$ cat src/hdl/bst_defs.svh
/*
 * constants of the boundary-scan test port: lengths, field positions,
 * instruction codes and the instruction capture value.
 * assumes it is included by its bare name before any use.
 */
`ifndef BST_DEFS_SVH
`define BST_DEFS_SVH

// ****************************************
// lengths
// ****************************************
`define BST_IR_LEN      10
`define BST_CELL_BITS   3
`define BST_NUM_CELLS   8

// ****************************************
// bit positions inside one boundary cell
// ****************************************
`define BST_CELL_IN     0
`define BST_CELL_OE     1
`define BST_CELL_OUT    2

// ****************************************
// instruction codes, all ones is bypass
// ****************************************
`define BST_OP_EXTEST   10'h000
`define BST_OP_SAMPLE   10'h005
`define BST_OP_CLAMP    10'h00a
`define BST_OP_HIGHZ    10'h00b
`define BST_OP_BYPASS   10'h3ff
`define BST_IR_CAPTURE  10'h001

`endif

$ cat src/hdl/bst_pkg.sv
/*
 * types of the boundary-scan test port: tap states, the bundle of
 * sampled test pins and the tap next-state function.
 * assumes nothing of its surroundings.
 */
package bst_pkg;

   // ****************************************
   // tap controller states, one-hot
   // ****************************************
   typedef enum logic [15:0] {
      BST_TLR    = 16'h0001,
      BST_RTI    = 16'h0002,
      BST_SEL_DR = 16'h0004,
      BST_CAP_DR = 16'h0008,
      BST_SH_DR  = 16'h0010,
      BST_EX1_DR = 16'h0020,
      BST_PA_DR  = 16'h0040,
      BST_EX2_DR = 16'h0080,
      BST_UPD_DR = 16'h0100,
      BST_SEL_IR = 16'h0200,
      BST_CAP_IR = 16'h0400,
      BST_SH_IR  = 16'h0800,
      BST_EX1_IR = 16'h1000,
      BST_PA_IR  = 16'h2000,
      BST_EX2_IR = 16'h4000,
      BST_UPD_IR = 16'h8000
   } bst_state_t;

   // test pins that travel together through the synchroniser
   typedef struct packed {
      logic tck;   // test clock
      logic tms;   // mode select
      logic tdi;   // serial data in
   } bst_jtag_t;

   // standard sixteen-state walk, stepped by mode select
   function automatic bst_state_t bst_next_state(bst_state_t s, logic tms);
      bst_state_t r;
      r = BST_TLR;
      case (s)
         BST_TLR    : r = tms ? BST_TLR    : BST_RTI;
         BST_RTI    : r = tms ? BST_SEL_DR : BST_RTI;
         BST_SEL_DR : r = tms ? BST_SEL_IR : BST_CAP_DR;
         BST_CAP_DR : r = tms ? BST_EX1_DR : BST_SH_DR;
         BST_SH_DR  : r = tms ? BST_EX1_DR : BST_SH_DR;
         BST_EX1_DR : r = tms ? BST_UPD_DR : BST_PA_DR;
         BST_PA_DR  : r = tms ? BST_EX2_DR : BST_PA_DR;
         BST_EX2_DR : r = tms ? BST_UPD_DR : BST_SH_DR;
         BST_UPD_DR : r = tms ? BST_SEL_DR : BST_RTI;
         BST_SEL_IR : r = tms ? BST_TLR    : BST_CAP_IR;
         BST_CAP_IR : r = tms ? BST_EX1_IR : BST_SH_IR;
         BST_SH_IR  : r = tms ? BST_EX1_IR : BST_SH_IR;
         BST_EX1_IR : r = tms ? BST_UPD_IR : BST_PA_IR;
         BST_PA_IR  : r = tms ? BST_EX2_IR : BST_PA_IR;
         BST_EX2_IR : r = tms ? BST_UPD_IR : BST_SH_IR;
         BST_UPD_IR : r = tms ? BST_SEL_DR : BST_RTI;
         default    : r = BST_TLR;
      endcase
      return r;
   endfunction

endpackage

$ cat src/hdl/bst_skid_buf.sv
/*
 * two-entry buffer with valid and ready on both sides.
 * assumes one clock and an asynchronous active-low reset.
 */
`timescale 1ns/1ps
`default_nettype none

module bst_skid_buf #(
   parameter int W = 10
) (
   input  wire  logic         ref_clk,
   input  wire  logic         rst_n,
   input  wire  logic [W-1:0] in_data,
   input  wire  logic         in_valid,
   output logic               in_ready,
   output logic [W-1:0]       out_data,
   output logic               out_valid,
   input  wire  logic         out_ready
);
   import bst_pkg::*;

   // ****************************************
   // state: output stage plus one skid entry
   // ****************************************
   typedef struct packed {
      logic [W-1:0] out;     // head word, drives the output
      logic         out_v;   // head word valid
      logic [W-1:0] skid;    // second word while head is stalled
      logic         skid_v;  // second word valid
   } bst_buf_t;

   bst_buf_t buf_reg;
   bst_buf_t buf_next;
   logic     take;           // word accepted on the filling side

   // accept while the skid entry is free; ready is a flop, never a loop
   always_comb begin
      buf_next = buf_reg;
      take     = in_valid & ~buf_reg.skid_v;
      if (out_ready | ~buf_reg.out_v) begin
         // head drains or is empty: refill from skid first, keeps order
         if (buf_reg.skid_v) begin
            buf_next.out    = buf_reg.skid;
            buf_next.out_v  = 1'b1;
            buf_next.skid_v = take;
            buf_next.skid   = in_data;
         end else begin
            buf_next.out   = take ? in_data : buf_reg.out;
            buf_next.out_v = take;
         end
      end else if (take) begin
         // head stalled: park the word
         buf_next.skid   = in_data;
         buf_next.skid_v = 1'b1;
      end
   end

   // register the whole state
   always_ff @(posedge ref_clk or negedge rst_n) begin
      if (!rst_n) begin
         buf_reg <= '0;
      end else begin
         buf_reg <= buf_next;
      end
   end

   assign in_ready  = ~buf_reg.skid_v;
   assign out_data  = buf_reg.out;
   assign out_valid = buf_reg.out_v;

endmodule

`default_nettype wire

$ cat src/hdl/bst_tap_top.sv
/*
 * boundary-scan test access port: tap controller, instruction register,
 * bypass bit and boundary chain of three-bit cells, all running on
 * ref_clk, which oversamples the test clock and finds its edges.
 * assumes the test clock is far slower than ref_clk (at least eight
 * ref_clk periods per half cycle) and that core signals share ref_clk.
 */
`timescale 1ns/1ps
`default_nettype none
`include "bst_defs.svh"

// What this block does
// - sample data in on test clock rise
// - change data out on test clock fall
// - data out floats unless shifting
// - states step on rising edge only
// - test reset low resets asynchronously
// - four pins suffice, test reset optional
// - instruction selects operation and register
// - one-bit bypass is shortest path
// - boundary register is one long chain
// - three chain bits per pin
// - pins float while configuring over port
// - instruction shifts in, decode drives registers
// - instruction register is ten bits
// - all-ones instruction selects bypass
// - update stages hold while chain shifts
module bst_tap_top #(
   parameter int N = `BST_NUM_CELLS
) (
   input  wire  logic                  ref_clk,
   input  wire  logic                  nrst,
   input  wire  logic                  trst_n,
   input  wire  bst_pkg::bst_jtag_t    jtag_in,
   output logic                        tdo,
   output logic                        tdo_oe,
   input  wire  logic                  cfg_active,
   input  wire  logic [N-1:0]          core_out,
   input  wire  logic [N-1:0]          core_oe,
   input  wire  logic [N-1:0]          pin_in,
   output logic [N-1:0]                pin_out,
   output logic [N-1:0]                pin_oe,
   output logic [N-1:0]                core_in,
   output logic [`BST_IR_LEN-1:0]      ir_word,
   output logic                        ir_valid,
   input  wire  logic                  ir_ready
);
   import bst_pkg::*;

   localparam int B = N * `BST_CELL_BITS;   // chain length
   localparam int L = `BST_IR_LEN;

   // ****************************************
   // state of the whole port
   // ****************************************
   typedef struct packed {
      bst_state_t  st;       // tap controller state
      bst_jtag_t   j1;       // synchroniser stage one
      bst_jtag_t   j2;       // stage two
      bst_jtag_t   j3;       // stage three
      bst_jtag_t   jf;       // agreed pin levels
      logic [N-1:0] p1;      // pin input stage one
      logic [N-1:0] p2;      // stage two
      logic [N-1:0] p3;      // stage three
      logic [N-1:0] pf;      // agreed pin inputs
      logic [L-1:0] ir_sh;   // instruction shift stage
      logic [L-1:0] ir;      // loaded instruction
      logic         byp;     // bypass bit
      logic [B-1:0] bsr;     // chain capture and shift stages
      logic [B-1:0] upd;     // chain update stages
      logic         tdo;     // serial out level
      logic         tdo_oe;  // serial out driven
      logic [N-1:0] pout;    // pin drive values
      logic [N-1:0] poe;     // pin drive enables
      logic [N-1:0] cin;     // values seen by the core
      logic         pend;    // new instruction waiting for the buffer
   } bst_core_t;

   // reset: test-logic-reset with bypass loaded, pins not driven
   localparam bst_core_t RST = '{st: BST_TLR, ir: `BST_OP_BYPASS, default: '0};

   bst_core_t    core_reg;
   bst_core_t    core_next;
   logic         rst_n;        // either reset
   logic         tck_rise;     // agreed rising test clock edge
   logic         tck_fall;     // agreed falling test clock edge
   logic         bsr_sel;      // boundary chain is the data path
   logic         drive_test;   // pins follow the update stages
   logic         float_pins;   // pins forced off
   logic         in_shift;     // shifting instruction or data
   logic         buf_ready;    // buffer can take the instruction
   logic [B-1:0] cap_vec;      // capture values of every cell
   logic [N-1:0] pout_n;       // next pin values per cell
   logic [N-1:0] poe_n;
   logic [N-1:0] cin_n;

   // test reset acts without the clock; release is not synchronised,
   // so the host should release it with the test clock low
   assign rst_n = nrst & trst_n;

   // ****************************************
   // instruction decode
   // ****************************************
   // unknown codes fall back to bypass
   assign bsr_sel    = (core_reg.ir == `BST_OP_EXTEST) |
                       (core_reg.ir == `BST_OP_SAMPLE);
   assign drive_test = (core_reg.ir == `BST_OP_EXTEST) |
                       (core_reg.ir == `BST_OP_CLAMP);
   assign float_pins = (core_reg.ir == `BST_OP_HIGHZ) | cfg_active;
   assign in_shift   = (core_reg.st == BST_SH_IR) | (core_reg.st == BST_SH_DR);

   // ****************************************
   // per-cell capture and pin muxing
   // ****************************************
   // each cell adds in, oe and out bits to the chain
   for (genvar c = 0; c < N; c++) begin : g_cell
      localparam int O = c * `BST_CELL_BITS;
      assign cap_vec[O + `BST_CELL_IN]  = core_reg.pf[c];
      assign cap_vec[O + `BST_CELL_OE]  = core_oe[c];
      assign cap_vec[O + `BST_CELL_OUT] = core_out[c];
      assign pout_n[c] = drive_test ? core_reg.upd[O + `BST_CELL_OUT] : core_out[c];
      assign poe_n[c]  = float_pins ? 1'b0 :
                         drive_test ? core_reg.upd[O + `BST_CELL_OE] : core_oe[c];
      assign cin_n[c]  = (core_reg.ir == `BST_OP_EXTEST) ?
                         core_reg.upd[O + `BST_CELL_IN] : core_reg.pf[c];
   end

   // ****************************************
   // next state
   // ****************************************
   always_comb begin
      core_next = core_reg;
      // three stages, a change counts once stages two and three agree
      core_next.j1 = jtag_in;
      core_next.j2 = core_reg.j1;
      core_next.j3 = core_reg.j2;
      core_next.jf = bst_jtag_t'((core_reg.j2 & ~(core_reg.j2 ^ core_reg.j3)) |
                                 (core_reg.jf & (core_reg.j2 ^ core_reg.j3)));
      core_next.p1 = pin_in;
      core_next.p2 = core_reg.p1;
      core_next.p3 = core_reg.p2;
      core_next.pf = (core_reg.p2 & ~(core_reg.p2 ^ core_reg.p3)) |
                     (core_reg.pf & (core_reg.p2 ^ core_reg.p3));
      tck_rise = core_next.jf.tck & ~core_reg.jf.tck;
      tck_fall = ~core_next.jf.tck & core_reg.jf.tck;
      // the tap only moves on a rising test clock edge
      if (tck_rise) begin
         core_next.st = bst_next_state(core_reg.st, core_next.jf.tms);
         case (core_reg.st)
            BST_CAP_IR : core_next.ir_sh = `BST_IR_CAPTURE;
            // ten-bit shift, lsb leaves first
            BST_SH_IR  : core_next.ir_sh = {core_next.jf.tdi, core_reg.ir_sh[L-1:1]};
            BST_UPD_IR : core_next.ir = core_reg.ir_sh;
            BST_CAP_DR : begin
               core_next.byp = 1'b0;
               if (bsr_sel) begin
                  core_next.bsr = cap_vec;
               end
            end
            BST_SH_DR  : begin
               if (bsr_sel) begin
                  core_next.bsr = {core_next.jf.tdi, core_reg.bsr[B-1:1]};
               end else begin
                  core_next.byp = core_next.jf.tdi;
               end
            end
            // update stages move only here, never while shifting
            BST_UPD_DR : begin
               if (bsr_sel) begin
                  core_next.upd = core_reg.bsr;
               end
            end
            default    : begin
            end
         endcase
      end
      // reset state keeps bypass loaded
      if (core_reg.st == BST_TLR) begin
         core_next.ir = `BST_OP_BYPASS;
      end
      // serial out moves half a cycle after capture
      if (tck_fall) begin
         core_next.tdo_oe = in_shift;
         if (core_reg.st == BST_SH_IR) begin
            core_next.tdo = core_reg.ir_sh[0];
         end else if (bsr_sel) begin
            core_next.tdo = core_reg.bsr[0];
         end else begin
            core_next.tdo = core_reg.byp;
         end
      end
      core_next.pout = pout_n;
      core_next.poe  = poe_n;
      core_next.cin  = cin_n;
      // a new instruction is offered once; set wins over the accept
      core_next.pend = (core_reg.pend & ~buf_ready) |
                       (tck_rise & (core_reg.st == BST_UPD_IR));
   end

   // register the whole state; the test reset alone is enough here
   always_ff @(posedge ref_clk or negedge rst_n) begin
      if (!rst_n) begin
         core_reg <= RST;
      end else begin
         core_reg <= core_next;
      end
   end

   // ****************************************
   // instruction stream to the user side
   // ****************************************
   // a second update while one still waits overwrites it
   bst_skid_buf #(.W(L)) u_ir_buf (
      .ref_clk   (ref_clk),
      .rst_n     (rst_n),
      .in_data   (core_reg.ir),
      .in_valid  (core_reg.pend),
      .in_ready  (buf_ready),
      .out_data  (ir_word),
      .out_valid (ir_valid),
      .out_ready (ir_ready)
   );

   assign tdo     = core_reg.tdo;
   assign tdo_oe  = core_reg.tdo_oe;
   assign pin_out = core_reg.pout;
   assign pin_oe  = core_reg.poe;
   assign core_in = core_reg.cin;
endmodule

`default_nettype wire

$ cat config.mk
export PLATFORM = sky130hd
export DESIGN_NAME = bst_tap_top
export DESIGN_NICKNAME = d
export VERILOG_FILES = /design/src/hdl/bst_pkg.sv /design/src/hdl/bst_skid_buf.sv /design/src/hdl/bst_tap_top.sv
export VERILOG_INCLUDE_DIRS = /design/src /design/src/hdl
export SDC_FILE = /design/constraint.sdc
export NUM_CORES = 1
export LEC_CHECK = 0
export ABC_AREA = 1
export BUFFER_PORTS_ARGS = -buffer_cell sky130_fd_sc_hd__buf_4
export CAP_MARGIN = 20
export CORE_MARGIN = 3
export CORE_UTILIZATION = 30
export DETAILED_ROUTE_END_ITERATION = 10
export PLACE_DENSITY = 0.51
export SYNTH_ARGS = -nofsm -noshare
export SYNTH_HDL_FRONTEND = slang
export SYNTH_SLANG_ARGS = --single-unit
export TNS_END_PERCENT = 1
$ cat constraint.sdc
create_clock -name ref_clk -period 6.38 [get_ports ref_clk]
set_input_delay 0.638 -clock ref_clk [delete_from_list [all_inputs] [get_ports ref_clk]]
set_output_delay 0.638 -clock ref_clk [all_outputs]
set_load 0.01 [all_outputs]
==> impl_metrics.prom, run 1 <==
# TYPE chip_impl_metric gauge
chip_impl_metric{name="fin_setup_tns",unit="ns"} 0
chip_impl_metric{name="post-route-period-util",unit="%"} 36.05
chip_impl_info{name="endpoint_kind",value="flip-flop"} 1
chip_impl_metric{name="timing_hold_violations_final",unit=""} 0
chip_impl_metric{name="drtIter0Drc",unit=""} 286
chip_impl_metric{name="timing_max_transition_violations_final",unit=""} 0
chip_impl_metric{name="holdBufCountCts",unit=""} 0
chip_impl_metric{name="finish.net_count",unit=""} 877
chip_impl_metric{name="drv.max_cap_violation_count",unit=""} 0
chip_impl_metric{name="cp_data_required_time",unit="ns"} 6.68
chip_impl_metric{name="die_y",unit="um"} 165.8
chip_impl_metric{name="wl",unit="um"} 15490
chip_impl_metric{name="p_per_area",unit="nW/um^2"} 283.6
chip_impl_metric{name="number_of_cells_produced_by_synthesis",unit=""} 814
chip_impl_metric{name="fin_area",unit="sq um"} 8767
chip_impl_metric{name="multi_input_combinational_cell_area",unit="sq um"} 2372
chip_impl_metric{name="i_o_pin_count",unit=""} 69
chip_impl_metric{name="slew_headroom",unit="%"} 36.35
chip_impl_metric{name="ys_ff_latch",unit=""} 178
chip_impl_metric{name="cts_resized",unit=""} 0
chip_impl_metric{name="cts_num_sinks",unit=""} 178
chip_impl_metric{name="area_growth_from_synthesis_to_final_layout",unit="%"} 14.51
chip_impl_info{name="timing_worst_setup_path_type",value="reg -> reg"} 1
chip_impl_info{name="grt.busiest_layer",value="met1"} 1
chip_impl_metric{name="synthesis.area_per_instance",unit="sq um"} 9.406
chip_impl_metric{name="syn-cell-area",unit="sq um"} 7656
chip_impl_metric{name="gr-usage-met2",unit="%"} 16.56
chip_impl_metric{name="max_slew.worst_pin.slew",unit="ns"} 0.9548
chip_impl_metric{name="io_buffers",unit=""} 68
chip_impl_metric{name="htree_levels",unit=""} 4
chip_impl_metric{name="antenna_left",unit=""} 0
chip_impl_info{name="setup.worst_path.start_class",value="flip-flop"} 1
chip_impl_metric{name="final.fill_count",unit=""} 2564
chip_impl_metric{name="cts_max_path_buffers",unit=""} 2
chip_impl_metric{name="place_area",unit="sq um"} 8200
chip_impl_metric{name="grt_antenna_before_repair",unit=""} 0
chip_impl_metric{name="area.sequential",unit="sq um"} 4468
chip_impl_info{name="hp-class",value="in -> reg"} 1
chip_impl_metric{name="groute.layer.met1.usage",unit="%"} 16.94
chip_impl_metric{name="dp.final_hpwl",unit="um"} 10510
chip_impl_metric{name="globalplace.congestion",unit=""} 0.8093
chip_impl_metric{name="die_w",unit="um"} 165.8
chip_impl_metric{name="initial_core_util",unit="%"} 31.03
chip_impl_info{name="master_cell_of_the_clock_root_buffer",value="sky130_fd_sc_hd__clkbuf_16"} 1
chip_impl_metric{name="synth.yosys.seq_area_share",unit="%"} 58.36
chip_impl_metric{name="post_cts.repair.setup_buffers",unit=""} 0
chip_impl_metric{name="clk_pin_slew",unit="ns"} 0.07
chip_impl_metric{name="drtPass1Iterations",unit=""} 4
chip_impl_info{name="rsz0062_at_grt",value="no"} 1
chip_impl_info{name="critical_path.reg2reg.startpoint",value="core_reg[144]"} 1
chip_impl_info{name="run_status",value="completed"} 1
chip_impl_metric{name="antennaDiodeCount",unit=""} 0
chip_impl_metric{name="netlist-cell-type-count",unit=""} 37
chip_impl_info{name="cp-startpoint",value="core_reg[144]"} 1
chip_impl_metric{name="grt_max_degree",unit=""} 103
chip_impl_metric{name="total_die_area",unit="sq um"} 27470
chip_impl_info{name="hold_path_startpoint",value="pin_in[2]"} 1
chip_impl_metric{name="grt_pass1_vias",unit=""} 4925
chip_impl_metric{name="ys.warnings.count",unit=""} 0
chip_impl_metric{name="grt_pass1_wl",unit="um"} 25990
chip_impl_metric{name="setup_viol_count_final",unit=""} 0
chip_impl_metric{name="groute.layer.met3.usage",unit="%"} 2.975
chip_impl_metric{name="routed-via-count",unit=""} 5072
chip_impl_metric{name="leakage",unit="nW"} 4.325
chip_impl_info{name="cts_tree",value="yes"} 1
chip_impl_metric{name="timing.critical_path.arrival",unit="ns"} 2.60
chip_impl_metric{name="timing.fmax",unit="MHz"} 434.8
chip_impl_metric{name="route.detailed.drc",unit=""} 0
chip_impl_metric{name="grt.total_usage",unit="%"} 11.61
chip_impl_metric{name="final.setup_skew",unit="ns"} 0.008845
chip_impl_metric{name="mappedNetlistNets",unit=""} 846
chip_impl_metric{name="placement_rows",unit=""} 57
chip_impl_metric{name="design.core.area",unit="sq um"} 24680
chip_impl_metric{name="period_minus_slack",unit="ns"} 2.300
chip_impl_metric{name="grt-ovfl-total",unit=""} 0
chip_impl_metric{name="route.detailed.vias_per_inst",unit=""} 4.291
chip_impl_metric{name="largest_reg_flops",unit=""} 100
chip_impl_metric{name="clk_lat_worst_skew",unit="ns"} 0.43
chip_impl_metric{name="vdd.ir_drop.worst",unit="uV"} 164.0
chip_impl_metric{name="tritoncts.num_buffers",unit=""} 17
chip_impl_metric{name="layout-drive-gt1-share",unit="%"} 19.00
chip_impl_metric{name="worst-path-max-fanout",unit=""} 11
chip_impl_metric{name="routed_wire_length_per_instance",unit="um"} 13.10
## metrics by stage
stage / cells / hold slack (ns) / setup slack [ns] / utilization, % / total power, W
6_report: 1182 / 0.3121 / 4.080 / 35.53 / 0.002487
5_1_grt: 1182 / 0.2870 / 3.802 / 35.53 / 0.002608
4_1_cts: 1182 / 0.2898 / 4.058 / 35.53 / 0.002528
3_5_place_dp: 1150 / 0.3347 / 3.786 / 33.23 / 0.001502
3_3_place_gp: 1149 / 0.3322 / 3.780 / 33.20 / 0.001500
2_1_floorplan: 814 / 0.3312 / 0.9016 / - / 0.001426
## worst max-delay path: stages (launching register included)
cell                       delay (ns)
sky130_fd_sc_hd__dfrtp_1         0.44
sky130_fd_sc_hd__nor2_2          0.19
sky130_fd_sc_hd__nand2_2         0.11
sky130_fd_sc_hd__nor2_4          0.23
sky130_fd_sc_hd__inv_1           0.09
sky130_fd_sc_hd__nor2_1          0.59
sky130_fd_sc_hd__inv_1           0.18
sky130_fd_sc_hd__o211ai_1        0.28
sky130_fd_sc_hd__nand2_1         0.08
## logic make-up (layout without fill, tap and decap cells)
| family | after synthesis | in the layout | synth area share (%) |
|---|---|---|---|
| fa+ha+maj | 9 | 9 | 1.177 |
| flops | 178 | 178 | 58.36 |
| compound gates | 160 | 160 | 12.24 |
| xor+xnor | 1 | 1 | 0.1144 |
| simple gates | 298 | 298 | 17.23 |
| mux | 1 | 1 | 0.1471 |
| buf+inv | 167 | 211 | 10.74 |
## layout make-up
| class | instances | share of cell area, % |
|---|---|---|
| inverters | 105 | 4.553 |
| clock buffers | 18 | 5.009 |
| clock inverters | 14 | 1.456 |
| flip-flops and latches | 178 | 50.96 |
| repair buffers | 74 | 6.337 |
| well taps | 324 | 4.624 |
| multi-input cells | 469 | 27.06 |
## report_power, final
part           switching [W]  total (W)  internal [W]
registers          0.0000323    0.00122       0.00119
logic               0.000164   0.000258     0.0000945
clock network       0.000455    0.00101      0.000554
## synth_stat cells
cell | instances | area share [%]
sky130_fd_sc_hd__a211oi_1 | 9 | 0.88
sky130_fd_sc_hd__a21oi_1 | 12 | 0.78
sky130_fd_sc_hd__a22oi_1 | 1 | 0.098
sky130_fd_sc_hd__a31oi_1 | 10 | 0.82
sky130_fd_sc_hd__and3_1 | 1 | 0.082
sky130_fd_sc_hd__buf_2 | 9 | 0.59
sky130_fd_sc_hd__buf_4 | 35 | 3.4
sky130_fd_sc_hd__buf_6 | 4 | 0.59
sky130_fd_sc_hd__buf_8 | 2 | 0.39
sky130_fd_sc_hd__clkbuf_1 | 12 | 0.59
sky130_fd_sc_hd__dfrtp_1 | 167 | 55
sky130_fd_sc_hd__dfstp_2 | 11 | 3.8
sky130_fd_sc_hd__inv_1 | 103 | 5.0
sky130_fd_sc_hd__inv_2 | 2 | 0.098
sky130_fd_sc_hd__maj3_1 | 9 | 1.2
sky130_fd_sc_hd__mux2_2 | 1 | 0.15
sky130_fd_sc_hd__nand2_1 | 160 | 7.8
sky130_fd_sc_hd__nand2_2 | 16 | 1.3
sky130_fd_sc_hd__nand2_4 | 1 | 0.15
sky130_fd_sc_hd__nand3_1 | 33 | 2.2
sky130_fd_sc_hd__nand3b_1 | 2 | 0.20
sky130_fd_sc_hd__nand4_1 | 6 | 0.49
sky130_fd_sc_hd__nor2_1 | 62 | 3.0
sky130_fd_sc_hd__nor2_2 | 4 | 0.33
sky130_fd_sc_hd__nor2_4 | 2 | 0.29
sky130_fd_sc_hd__nor2_8 | 2 | 0.52
sky130_fd_sc_hd__nor3_1 | 6 | 0.39
sky130_fd_sc_hd__nor3_2 | 1 | 0.13
sky130_fd_sc_hd__nor3_4 | 1 | 0.21
sky130_fd_sc_hd__nor4_1 | 1 | 0.082
sky130_fd_sc_hd__o211ai_1 | 10 | 0.98
sky130_fd_sc_hd__o21a_1 | 2 | 0.20
sky130_fd_sc_hd__o21ai_0 | 66 | 4.3
sky130_fd_sc_hd__o21ai_1 | 25 | 1.6
sky130_fd_sc_hd__o21ai_2 | 15 | 1.7
sky130_fd_sc_hd__o22ai_1 | 10 | 0.82
sky130_fd_sc_hd__xnor2_1 | 1 | 0.11
## final timing paths
kind / to / slack [ns] / depth (start not counted)
max in group asynchronous: core_reg[142] / 4.33 / 4
hold reg to reg: core_next[133] / 0.35 / 0
min in group asynchronous: core_reg[154] / 0.45 / 3
hold / removal: core_next[114] / 0.31 / 1
setup reg to reg: tdo / 4.08 / 8
setup / recovery: tdo / 4.08 / 8
## metal layers
layer  routed length, um  vias to the layer above
met3                 512                       19
met1                8225                     2330
met5                   0                        -
met2                6519                       76
met4                 229                        0
li1                    -                     2647
## placed cells by master (no fill, tap or decap), types with 10 or more instances in the layout
cell	count
sky130_fd_sc_hd__a21oi_1	12
sky130_fd_sc_hd__buf_4	74
sky130_fd_sc_hd__nand2_2	16
sky130_fd_sc_hd__dfstp_2	11
sky130_fd_sc_hd__clkbuf_16	17
sky130_fd_sc_hd__inv_1	102
sky130_fd_sc_hd__dfrtp_1	167
sky130_fd_sc_hd__o21ai_2	15
sky130_fd_sc_hd__o21ai_1	25
sky130_fd_sc_hd__o211ai_1	10
sky130_fd_sc_hd__a31oi_1	10
sky130_fd_sc_hd__o22ai_1	10
sky130_fd_sc_hd__nor2_1	62
sky130_fd_sc_hd__o21ai_0	66
sky130_fd_sc_hd__nand2_1	160
sky130_fd_sc_hd__nand3_1	33
Power figures use the tool's default switching activity.
==> inputs of run 2 (changes only) <==
clock period = 2.2 ns   (was 6.38 ns; I/O delays follow)
==> run 2 against run 1 <==
Net effect:
- first-iteration DRC count increased by 20%
- total power increased to 3.0 times the previous value
- critical path type unchanged
- via count up 3.0%
- highest routed layer unchanged
==> impl_metrics.prom, run 2 (synthesis results as in run 1) <==
# TYPE chip_impl_metric gauge
chip_impl_info{name="run_status",value="completed"} 1
chip_impl_metric{name="largest_reg_flops",unit=""} 100
chip_impl_metric{name="grt_antenna_before_repair",unit=""} 0
chip_impl_metric{name="initial_core_util",unit="%"} 31.03
chip_impl_info{name="most_frequent_standard_cell_in_the_layout_excluding_fill_and_tap_cells",value="sky130_fd_sc_hd__dfrtp_1"} 1
chip_impl_metric{name="timing.fmax",unit="MHz"} 526.0
chip_impl_metric{name="max_slew.worst_pin.slew",unit="ns"} 0.7036
chip_impl_metric{name="clk_pin_slew",unit="ns"} 0.07
chip_impl_metric{name="globalplace.congestion",unit=""} 0.8555
chip_impl_metric{name="layout-drive-gt1-share",unit="%"} 19.77
chip_impl_info{name="rsz0062_at_grt",value="no"} 1
chip_impl_metric{name="leakage",unit="nW"} 4.470
chip_impl_metric{name="drtPass1Iterations",unit=""} 4
chip_impl_metric{name="i_o_pin_count",unit=""} 69
chip_impl_metric{name="clk_lat_worst_skew",unit="ns"} 0.43
chip_impl_info{name="hold_path_startpoint",value="core_out[6]"} 1
chip_impl_metric{name="wl",unit="um"} 15690
chip_impl_metric{name="period_minus_slack",unit="ns"} 1.901
chip_impl_metric{name="whs_path_depth",unit=""} 3
chip_impl_info{name="endpoint_kind",value="flip-flop"} 1
chip_impl_metric{name="finalPower",unit="W"} 0.007356
chip_impl_metric{name="timing_max_transition_violations_final",unit=""} 0
chip_impl_metric{name="cts_num_sinks",unit=""} 178
chip_impl_metric{name="tritoncts.num_buffers",unit=""} 17
chip_impl_info{name="setup.worst_path.start_class",value="flip-flop"} 1
chip_impl_metric{name="antennaDiodeCount",unit=""} 0
chip_impl_info{name="highest-signal-layer",value="met4"} 1
chip_impl_metric{name="wl_met3",unit="um"} 636
chip_impl_metric{name="layout_setup_ws",unit="ns"} 0.2990
chip_impl_metric{name="grt_pass1_vias",unit=""} 5149
chip_impl_metric{name="die_y",unit="um"} 165.8
chip_impl_metric{name="slew_headroom",unit="%"} 53.09
chip_impl_metric{name="setup_viol_count_final",unit=""} 0
chip_impl_metric{name="r2r_setup_slack",unit="ns"} 0.30
chip_impl_metric{name="placement_rows",unit=""} 57
chip_impl_info{name="cts_tree",value="yes"} 1
chip_impl_info{name="most-common-layout-cells",value="sky130_fd_sc_hd__dfrtp_1 (167), sky130_fd_sc_hd__nand2_1 (159), sky130_fd_sc_hd__inv_1 (102), sky130_fd_sc_hd__buf_4 (80), sky130_fd_sc_hd__o21ai_0 (66)"} 1
chip_impl_metric{name="finish.net_count",unit=""} 904
chip_impl_metric{name="cp_data_required_time",unit="ns"} 2.56
chip_impl_metric{name="timing_hold_violations_final",unit=""} 0
chip_impl_metric{name="io_buffers",unit=""} 68
chip_impl_metric{name="routed_wire_length_per_instance",unit="um"} 12.98
chip_impl_metric{name="die_w",unit="um"} 165.8
chip_impl_metric{name="m1WireLength",unit="um"} 8452
chip_impl_metric{name="design.core.area",unit="sq um"} 24680
chip_impl_metric{name="routed-via-count",unit=""} 5225
chip_impl_metric{name="drv.max_cap_violation_count",unit=""} 0
chip_impl_metric{name="timing.hold.ws",unit="ns"} 0.03506
chip_impl_metric{name="drtIter0Drc",unit=""} 342
chip_impl_metric{name="r2r_cells",unit=""} 8
chip_impl_info{name="master_cell_of_the_clock_root_buffer",value="sky130_fd_sc_hd__clkbuf_16"} 1
chip_impl_info{name="reg2reg_to",value="core_reg[37]"} 1
chip_impl_metric{name="grt_pass1_wl",unit="um"} 27340
chip_impl_metric{name="route.detailed.vias_per_inst",unit=""} 4.322
chip_impl_metric{name="grt_max_degree",unit=""} 122
chip_impl_metric{name="worst-path-max-fanout",unit=""} 48
chip_impl_metric{name="route.detailed.drc",unit=""} 0
chip_impl_metric{name="post-route-period-util",unit="%"} 86.41
chip_impl_metric{name="grt-ovfl-total",unit=""} 0
chip_impl_metric{name="vdd.ir_drop.worst",unit="uV"} 399.7
chip_impl_metric{name="dp_worst_setup_slack",unit="ns"} 0.2893
chip_impl_info{name="critical_path.reg2reg.startpoint",value="core_reg[147]"} 1
chip_impl_metric{name="cts_max_path_buffers",unit=""} 2
chip_impl_metric{name="dp.final_hpwl",unit="um"} 10920
chip_impl_metric{name="total_die_area",unit="sq um"} 27470
chip_impl_metric{name="wl_met2",unit="um"} 6387
chip_impl_metric{name="antenna_left",unit=""} 0
chip_impl_metric{name="htree_levels",unit=""} 4
chip_impl_metric{name="post-route-util",unit="%"} 36.91
chip_impl_metric{name="final.setup_skew",unit="ns"} 0.01355
chip_impl_metric{name="area_growth_from_synthesis_to_final_layout",unit="%"} 18.97
chip_impl_info{name="timing_worst_setup_path_type",value="reg -> reg"} 1
chip_impl_info{name="worstHoldEndpoint",value="pin_out[6]"} 1
chip_impl_metric{name="timing.critical_path.arrival",unit="ns"} 2.26
chip_impl_metric{name="p_per_area",unit="nW/um^2"} 807.6
chip_impl_metric{name="grt.total_usage",unit="%"} 12.06
chip_impl_info{name="hp-class",value="in -> reg"} 1
==> run 2: cell count changes in the layout (fill, tap and decap cells not counted), sizes merged <==
cell         delta
dlygate4sd3    +16
inv             +2
buf            +11
clkinv          -1
clkbuf          -1
==> run 2: area by class of cell <==
class	instances	area (sq um)
inverter	105	397.9
fill	2522	15570
timing repair buffer	101	860.8
clock buffer	17	425.4
sequential	178	4468
multi-input combinational	469	2389
clock inverter	15	162.7
tap	324	405.4
==> run 2: per-stage QoR <==
step	cell area, sq um	TNS (ns)	std cells
floorplan	7676	-56.17	814
global placement	8361	0	1161
detailed placement	8361	0	1161
CTS	9109	0	1209
global route	9109	0	1209
finish	9109	0	1209
==> run 2: what timing repair did <==
| action | 4_1_cts | 5_1_grt |
|---|---|---|
| hold endpoints to repair | 61 | 0 |
| gates resized for setup | 0 | 0 |
| setup endpoints to repair | 0 | 0 |
| hold buffers | 16 | 0 |
| buffers inserted | 0 | 0 |
==> run 2: how the worst max path moves through the flow <==
stage             startpoint           end  slack (ns)  depth (start not counted)
2_1_floorplan           nrst     async pin       -0.34                          2
3_3_place_gp   core_reg[153]  core_reg[60]        0.34                         10
3_5_place_dp   core_reg[147]  core_reg[45]        0.29                          7
4_1_cts         core_reg[81]  core_reg[45]        0.27                          8
5_1_grt        core_reg[140]  core_reg[60]        0.02                         10
6_report       core_reg[147]  core_reg[37]        0.30                          8
==> run 2: layer usage <==
layer | vias to the layer above | GRT usage (%)
met5 | - | 0
met1 | 2411 | 18.83
met2 | 98 | 16.33
met3 | 12 | 2.618
met4 | 0 | 4.195
li1 | 2704 | -
==> run 2: worst max-delay path, stage by stage, from the launching register on <==
cell and delay, ns:
sky130_fd_sc_hd__dfrtp_1 0.40, sky130_fd_sc_hd__nor2_1 0.23, sky130_fd_sc_hd__nand2_2 0.12, sky130_fd_sc_hd__nor2_4 0.23, sky130_fd_sc_hd__nand2_1 0.14, sky130_fd_sc_hd__nor3_4 0.22, sky130_fd_sc_hd__buf_12 0.27, sky130_fd_sc_hd__nand2_1 0.12
sky130_fd_sc_hd__o21ai_2 0.07
==> run 2: power breakdown <==
| part | switching [W] | total [W] | internal (W) |
|---|---|---|---|
| clock | 0.00141 | 0.00302 | 0.00161 |
| combinational | 0.000485 | 0.000802 | 0.000318 |
| sequential | 0.0000907 | 0.00353 | 0.00344 |
